<file path="config.mk">
export PLATFORM = sky130hd
export DESIGN_NAME = vcac_capability
export DESIGN_NICKNAME = d
export VERILOG_FILES = /design/src/vcac_pkg.sv /design/src/vcac_word_build.sv /design/src/vcac_capability.sv
export SDC_FILE = /design/constraint.sdc
export NUM_CORES = 1
export LEC_CHECK = 0
export ABC_AREA = 1
export BUFFER_PORTS_ARGS = -buffer_cell sky130_fd_sc_hd__buf_2
export CAP_MARGIN = 30
export CORE_AREA = 2 2 57 59
export DETAILED_ROUTE_END_ITERATION = 8
export DIE_AREA = 0 0 59 61
export GPL_ROUTABILITY_DRIVEN = 0
export PLACE_DENSITY = 0.74
export SLEW_MARGIN = 20
export SYNTH_ARGS = -nofsm -noshare
export SYNTH_HDL_FRONTEND = slang
export SYNTH_SLANG_ARGS = --single-unit
</file>
<file path="constraint.sdc">
create_clock -name clock_in -period 0.8 [get_ports clock_in]
set_input_delay 0.04 -clock clock_in [delete_from_list [all_inputs] [get_ports clock_in]]
set_output_delay 0.04 -clock clock_in [all_outputs]
set_load 0.01 [all_outputs]
</file>
<file path="src/vcac_pkg.sv">
// Package: constants and carriers for the VC1 arbitration capability word
`default_nettype none
package vcac_pkg;

  // ==========================================================================
  // Configuration access geometry
  // ==========================================================================
  localparam int unsigned ADDR_W   = 12;   // Extended configuration space
  localparam int unsigned DATA_W   = 32;
  localparam int unsigned BE_W     = 4;
  localparam int unsigned WORD_LSB = 2;    // Dword granularity of a register

  localparam logic [ADDR_W-1:0] CAP_OFFSET = 12'h16C;
  localparam logic [DATA_W-1:0] CAP_RESET  = 32'h077F0011;

  // ==========================================================================
  // Field positions and widths
  // ==========================================================================
  localparam int unsigned TBL_POS_LSB  = 24;
  localparam int unsigned TBL_POS_W    = 8;
  localparam int unsigned RSVD_HI_BIT  = 23;
  localparam int unsigned SLOTS_LSB    = 16;
  localparam int unsigned SLOTS_W      = 7;
  localparam int unsigned SNOOP_BIT    = 15;
  localparam int unsigned SWITCHED_BIT = 14;
  localparam int unsigned RSVD_LO_LSB  = 8;
  localparam int unsigned RSVD_LO_W    = 6;
  localparam int unsigned SUPPORT_LSB  = 0;
  localparam int unsigned SUPPORT_W    = 8;
  localparam int unsigned CHOICE_W     = 3;

  // ==========================================================================
  // Field values
  // ==========================================================================
  localparam logic [TBL_POS_W-1:0] TBL_POS_VAL    = 8'h07;
  localparam int unsigned          TBL_UNIT_BYTES = 16;   // Table offset unit
  localparam int unsigned          TBL_BYTES      = 112;  // Table start in bytes
  localparam logic [SLOTS_W-1:0]   SLOTS_VAL      = 7'h7F;
  localparam int unsigned          SLOTS_COUNT    = 128;  // Field holds count - 1
  localparam logic                 RSVD_HI_VAL    = 1'h0;
  localparam logic                 SNOOP_VAL      = 1'h0;
  localparam logic                 SWITCHED_VAL   = 1'h0;
  localparam logic [RSVD_LO_W-1:0] RSVD_LO_VAL    = 6'h00;
  localparam logic [SUPPORT_W-1:0] SUPPORT_VAL    = 8'h11;

  // ==========================================================================
  // Arbitration scheme bit positions within the support mask
  // ==========================================================================
  typedef enum logic [CHOICE_W-1:0] {
    VCAC_FIXED_RR   = 3'h0,
    VCAC_WRR_32     = 3'h1,
    VCAC_WRR_64     = 3'h2,
    VCAC_WRR_128    = 3'h3,
    VCAC_TWRR_128   = 3'h4,
    VCAC_WRR_256    = 3'h5,
    VCAC_RSVD_6     = 3'h6,
    VCAC_RSVD_7     = 3'h7
  } vcac_scheme_t;

  // ==========================================================================
  // Configuration request and answer carriers
  // ==========================================================================
  typedef struct packed {
    logic              valid;
    logic              write;
    logic [ADDR_W-1:0] addr;
    logic [DATA_W-1:0] wdata;
    logic [BE_W-1:0]   be;
  } vcac_cfg_req_t;

  typedef struct packed {
    logic              ack;
    logic              hit;
    logic [DATA_W-1:0] rdata;
  } vcac_cfg_rsp_t;

endpackage : vcac_pkg
`default_nettype wire

</file>
<file path="src/vcac_word_build.sv">
// Assembles the capability word from its field values
`timescale 1ns/10ps
`default_nettype none
module vcac_word_build #(
  parameter logic [vcac_pkg::TBL_POS_W-1:0] TABLE_POSITION = vcac_pkg::TBL_POS_VAL,
  parameter logic [vcac_pkg::SLOTS_W-1:0]   TIME_SLOTS     = vcac_pkg::SLOTS_VAL,
  parameter logic [vcac_pkg::SUPPORT_W-1:0] SCHEME_SUPPORT = vcac_pkg::SUPPORT_VAL
) (
  // Assembled word
  output wire logic [vcac_pkg::DATA_W-1:0] word_out
);
  import vcac_pkg::*;

  // ==========================================================================
  // Field packing
  // ==========================================================================
  // Reserved and fixed-zero fields are constants so no write path can reach them
  assign word_out = {TABLE_POSITION,
                     RSVD_HI_VAL,
                     TIME_SLOTS,
                     SNOOP_VAL,
                     SWITCHED_VAL,
                     RSVD_LO_VAL,
                     SCHEME_SUPPORT};

endmodule : vcac_word_build
`default_nettype wire

</file>
<file path="src/vcac_capability.sv">
// VC1 arbitration capability word: read-only configuration register
//
// Functional notes
// - Word at offset 16Ch reads 077F0011h; writes never change it.
// - Bits 31:24 read 07h: arbitration table 112 bytes into capability.
// - Reserved bit 23 always reads zero.
// - Bits 22:16 read 7Fh: all 128 time slots for time-based WRR.
// - Bit 15, snoop rejection, reads zero; not a root port.
// - Bit 14 reads zero: channel not limited to switched traffic.
// - Reserved bits 13:8 always read zero.
// - Bits 7:0 are a one-bit-per-scheme arbitration support mask.
// - Support mask reads 11h: fixed round-robin and time-based WRR 128.
`timescale 1ns/10ps
`default_nettype none
module vcac_capability #(
  parameter logic [vcac_pkg::TBL_POS_W-1:0] TABLE_POSITION = vcac_pkg::TBL_POS_VAL,
  parameter logic [vcac_pkg::SLOTS_W-1:0]   TIME_SLOTS     = vcac_pkg::SLOTS_VAL,
  parameter logic [vcac_pkg::SUPPORT_W-1:0] SCHEME_SUPPORT = vcac_pkg::SUPPORT_VAL
) (
  // Clock and reset
  input  wire logic                          clock_in,
  input  wire logic                          rst_n_in,
  // Configuration access
  input  wire vcac_pkg::vcac_cfg_req_t       cfg_req_in,
  output var  vcac_pkg::vcac_cfg_rsp_t       cfg_rsp_out,
  // Capability word and scheme check for the control register
  output var  logic [vcac_pkg::DATA_W-1:0]   capability_out,
  input  wire logic [vcac_pkg::CHOICE_W-1:0] arbitration_scheme_choice_in,
  output var  logic                          choice_supported_out
);
  import vcac_pkg::*;

  // ==========================================================================
  // Field view of the held word
  // ==========================================================================
  logic [DATA_W-1:0]    assembled_word;
  wire  [TBL_POS_W-1:0] arbitration_table_position;
  wire  [SLOTS_W-1:0]   time_slot_field;
  wire                  reserved_high_bit;
  wire                  snoop_reject_flag;
  wire                  switched_traffic_only_flag;
  wire  [RSVD_LO_W-1:0] reserved_low_field;
  wire  [SUPPORT_W-1:0] arbitration_scheme_support;

  // Constant word; kept outside this file so field packing is reviewed in one place
  vcac_word_build #(
    .TABLE_POSITION (TABLE_POSITION),
    .TIME_SLOTS     (TIME_SLOTS),
    .SCHEME_SUPPORT (SCHEME_SUPPORT)
  ) u_word_build (
    .word_out (assembled_word)
  );

  // Field slices of the registered word, used by the choice check and checks below
  assign arbitration_table_position = capability_out[TBL_POS_LSB +: TBL_POS_W];
  assign reserved_high_bit          = capability_out[RSVD_HI_BIT];
  assign time_slot_field            = capability_out[SLOTS_LSB +: SLOTS_W];
  assign snoop_reject_flag          = capability_out[SNOOP_BIT];
  assign switched_traffic_only_flag = capability_out[SWITCHED_BIT];
  assign reserved_low_field         = capability_out[RSVD_LO_LSB +: RSVD_LO_W];
  assign arbitration_scheme_support = capability_out[SUPPORT_LSB +: SUPPORT_W];

  // ==========================================================================
  // Address decode
  // ==========================================================================
  wire                addr_match;
  wire                read_hit;
  wire                write_hit;
  logic [DATA_W-1:0]  next_capability;
  vcac_cfg_rsp_t      next_rsp;
  logic               next_choice_supported;

  // Byte lanes within the dword do not matter for a read-only word
  assign addr_match = cfg_req_in.addr[ADDR_W-1:WORD_LSB] == CAP_OFFSET[ADDR_W-1:WORD_LSB];
  assign read_hit   = cfg_req_in.valid && !cfg_req_in.write && addr_match;
  assign write_hit  = cfg_req_in.valid &&  cfg_req_in.write && addr_match;

  // ==========================================================================
  // Next values
  // ==========================================================================
  // Held word never takes write data; the write path simply does not exist
  assign next_capability = assembled_word;

  // Every request is answered next cycle; misses answer zero with hit low
  assign next_rsp = '{ack:   cfg_req_in.valid,
                      hit:   read_hit || write_hit,
                      rdata: read_hit ? capability_out : '0};

  // Lets control logic refuse a choice whose mask bit is clear
  assign next_choice_supported = arbitration_scheme_support[arbitration_scheme_choice_in];

  // ==========================================================================
  // Registers
  // ==========================================================================
  // Reset value equals the constant word, so reads match in and after reset
  always_ff @(posedge clock_in or negedge rst_n_in) begin
    if (!rst_n_in) begin
      capability_out <= CAP_RESET;
    end else begin
      capability_out <= next_capability;
    end
  end

  // Configuration answer
  always_ff @(posedge clock_in or negedge rst_n_in) begin
    if (!rst_n_in) begin
      cfg_rsp_out <= '0;
    end else begin
      cfg_rsp_out <= next_rsp;
    end
  end

  // Default choice after reset is fixed round-robin, bit 0 of the mask
  always_ff @(posedge clock_in or negedge rst_n_in) begin
    if (!rst_n_in) begin
      choice_supported_out <= SUPPORT_VAL[SUPPORT_LSB];
    end else begin
      choice_supported_out <= next_choice_supported;
    end
  end

  // Helper: choice seen by the check one cycle earlier
  logic [CHOICE_W-1:0] arbitration_scheme_choice_in_d;
  always_ff @(posedge clock_in or negedge rst_n_in) begin
    if (!rst_n_in) begin
      arbitration_scheme_choice_in_d <= VCAC_FIXED_RR;
    end else begin
      arbitration_scheme_choice_in_d <= arbitration_scheme_choice_in;
    end
  end
endmodule : vcac_capability
`default_nettype wire

</file>
==> results.toml <==
[run_status]
outcome = "finished, violations left"
violations = "setup timing"

[sta]
whs_ns = 0.0282
worst_slack_ns = -0.0800
finalSetupTns_ns = -1.03
max_freq_ghz = 1.14
rsz0062_at_grt = "yes"
final_max_slew_viol_count = 0
post-route-period-util_pct = 110
min_period_ns = 0.880
finalHoldViolations = 0
setup_violations = 13

[global_route]
grt_pass1_vias = 252
grt_max_degree = 13
grt_antenna_before_repair = 0
grt_pass1_wl_microns = 952
gr-usage-all-layers_pct = 4.03
overflow = 0

[finish]
final_cell_area_sq_um = 633
seq_area_sq_um = 103
drive_gt1_share_pct = 31.3
nNetsFinal = 168
antenna_cells = 0
final_util_pct = 21.4
fin_cells = 145
multi_input_area_sq_um = 244
area_delta_synth_final_pct = -3.07
num-fill-cells = 333

[critical_path]
cp_max_fo = 12
crit_family = "flip-flops"
worstPathCellList = "buf_2"
critPathKind = "flop to primary output"
cp-end-kind = "primary output"
critPathMaxStageDelay_ns = 0.45
critPathBufInv = 1
required_ns = 0.76
slowest_stage = "dfrtp_2"
crit_arrival_ns = 0.84
start_kind = "flop"

[power]
power-per-cell-area_nw_per_um2 = 1070
ir_drop_v = 0.000176
p_leak_uw = 0.000443

[yosys]
syn_inst = 87
ys_seq_area_share_pct = 15.5
ys_ff_latch = 4
yosys_warnings = 0
synth_area_sq_um = 653
synth_cell_type_count = 9
syn_area_per_cell_sq_um = 7.51

[route]
drt_iter0_markers = 2
wl_per_cell_microns = 5.59
vias_per_cell = 2.70
dr_total_vias = 392
drt_first_pass_iters = 4
routed_wl_microns = 810
drc = 0
drtAntennaViolNets = 0

[die]
start_util_pct = 22.1
dieArea_sq_um = 3600
rows = 20
die_height_microns = 61
core_sq_um = 2950
die_x_microns = 59
io_pins = 122

[cts]
clk_path_buf_depth = 2
cts_made_buffers = 3
cts_tree = "done"
h-tree-depth = 1
clock-sinks = 4
root_buffer = "clkbuf_4"
clkTransAtPathRegs_ns = 0.04
cts_setup_buffers = 0

[placed_design]
port-buffer-count = 30
dpl-instance-area_sq_um = 559
numPlacedInstances = 137
place_hpwl_microns = 757

[min_path]
min_path_type = "primary input to flop"

[job]
drv_cap = 0
final timing paths:
path / startpoint / endpoint / slack [ns] / cells past startpoint
max: cfg_rsp_out[25] / cfg_rsp_out[26] / -0.08 / 1
min: cfg_req_in[48] / cfg_rsp_out[25] / 0.03 / 3
max in group asynchronous: rst_n_in / choice_supported_out / 0.45 / 2
min in group asynchronous: rst_n_in / cfg_rsp_out[33] / 0.14 / 2
cells in the final DEF, fill, tap and decap left out, drive strengths merged:
cell type	Yosys	final
dlygate4sd3	0	4
dfrtp	3	3
clkbuf	0	4
nor2	6	6
buf	63	30
inv	6	6
or2	1	1
conb	2	52
nand2	4	4
nand3	1	1
dfstp	1	1
synth_stat cells:
master / n / share of area (%)
buf_4: 63 / 72
dfrtp_1: 3 / 11
nor2_1: 6 / 3.4
or2_1: 1 / 0.96
inv_1: 6 / 3.4
dfstp_2: 1 / 4.0
nand3_1: 1 / 0.77
conb_1: 2 / 1.1
nand2_1: 4 / 2.3
sequential cells by signal, summed over array words and instances (netlist names):
| signal | cells |
|---|---|
| cfg_rsp_out | 3 |
| choice_supported_out | 1 |
logic make-up after synthesis:
group	count (synthesis)	synth area share, %
buf+inv	69	75.9
flops	4	15.5
other cells	2	1.15
simple gates	12	7.47
final cells by class:
type	count	area share (%)
Timing Repair Buffer	34	31.0
Tap cell	33	6.52
Inverter	6	3.56
Sequential cell	4	16.2
Multi-Input combinational cell	64	38.5
Clock buffer	4	4.15
routing by layer:
layer  vias up  global-route usage, %  wire (microns)
li1        188                      -               -
met1       157                   3.83             205
met2        47                   5.24             396
met3         0                   3.41             208
met4         0                   3.90               0
met5         -                      0               0
report_power, final:
part	switching (uW)	internal (uW)	leakage [uW]
combinational	139	51.8	0.000380
clock	86.7	187	0.0000150
sequential	1.76	210	0.0000484
what timing repair did:
item                       in CTS  in global routing
hold buffers                    4                  0
resized for setup               2                  0
hold endpoints to repair        6                  0
setup endpoints to repair      13                 13
per-stage QoR:
step,setup WS (ns),total power [uW]
after floorplan,0.0599,527
after global placement,0.118,381
after detailed placement,0.105,383
after CTS,-0.102,694
after global routing,-0.136,737
final,-0.0800,677
No activity file was read; power rests on OpenSTA's default activity.
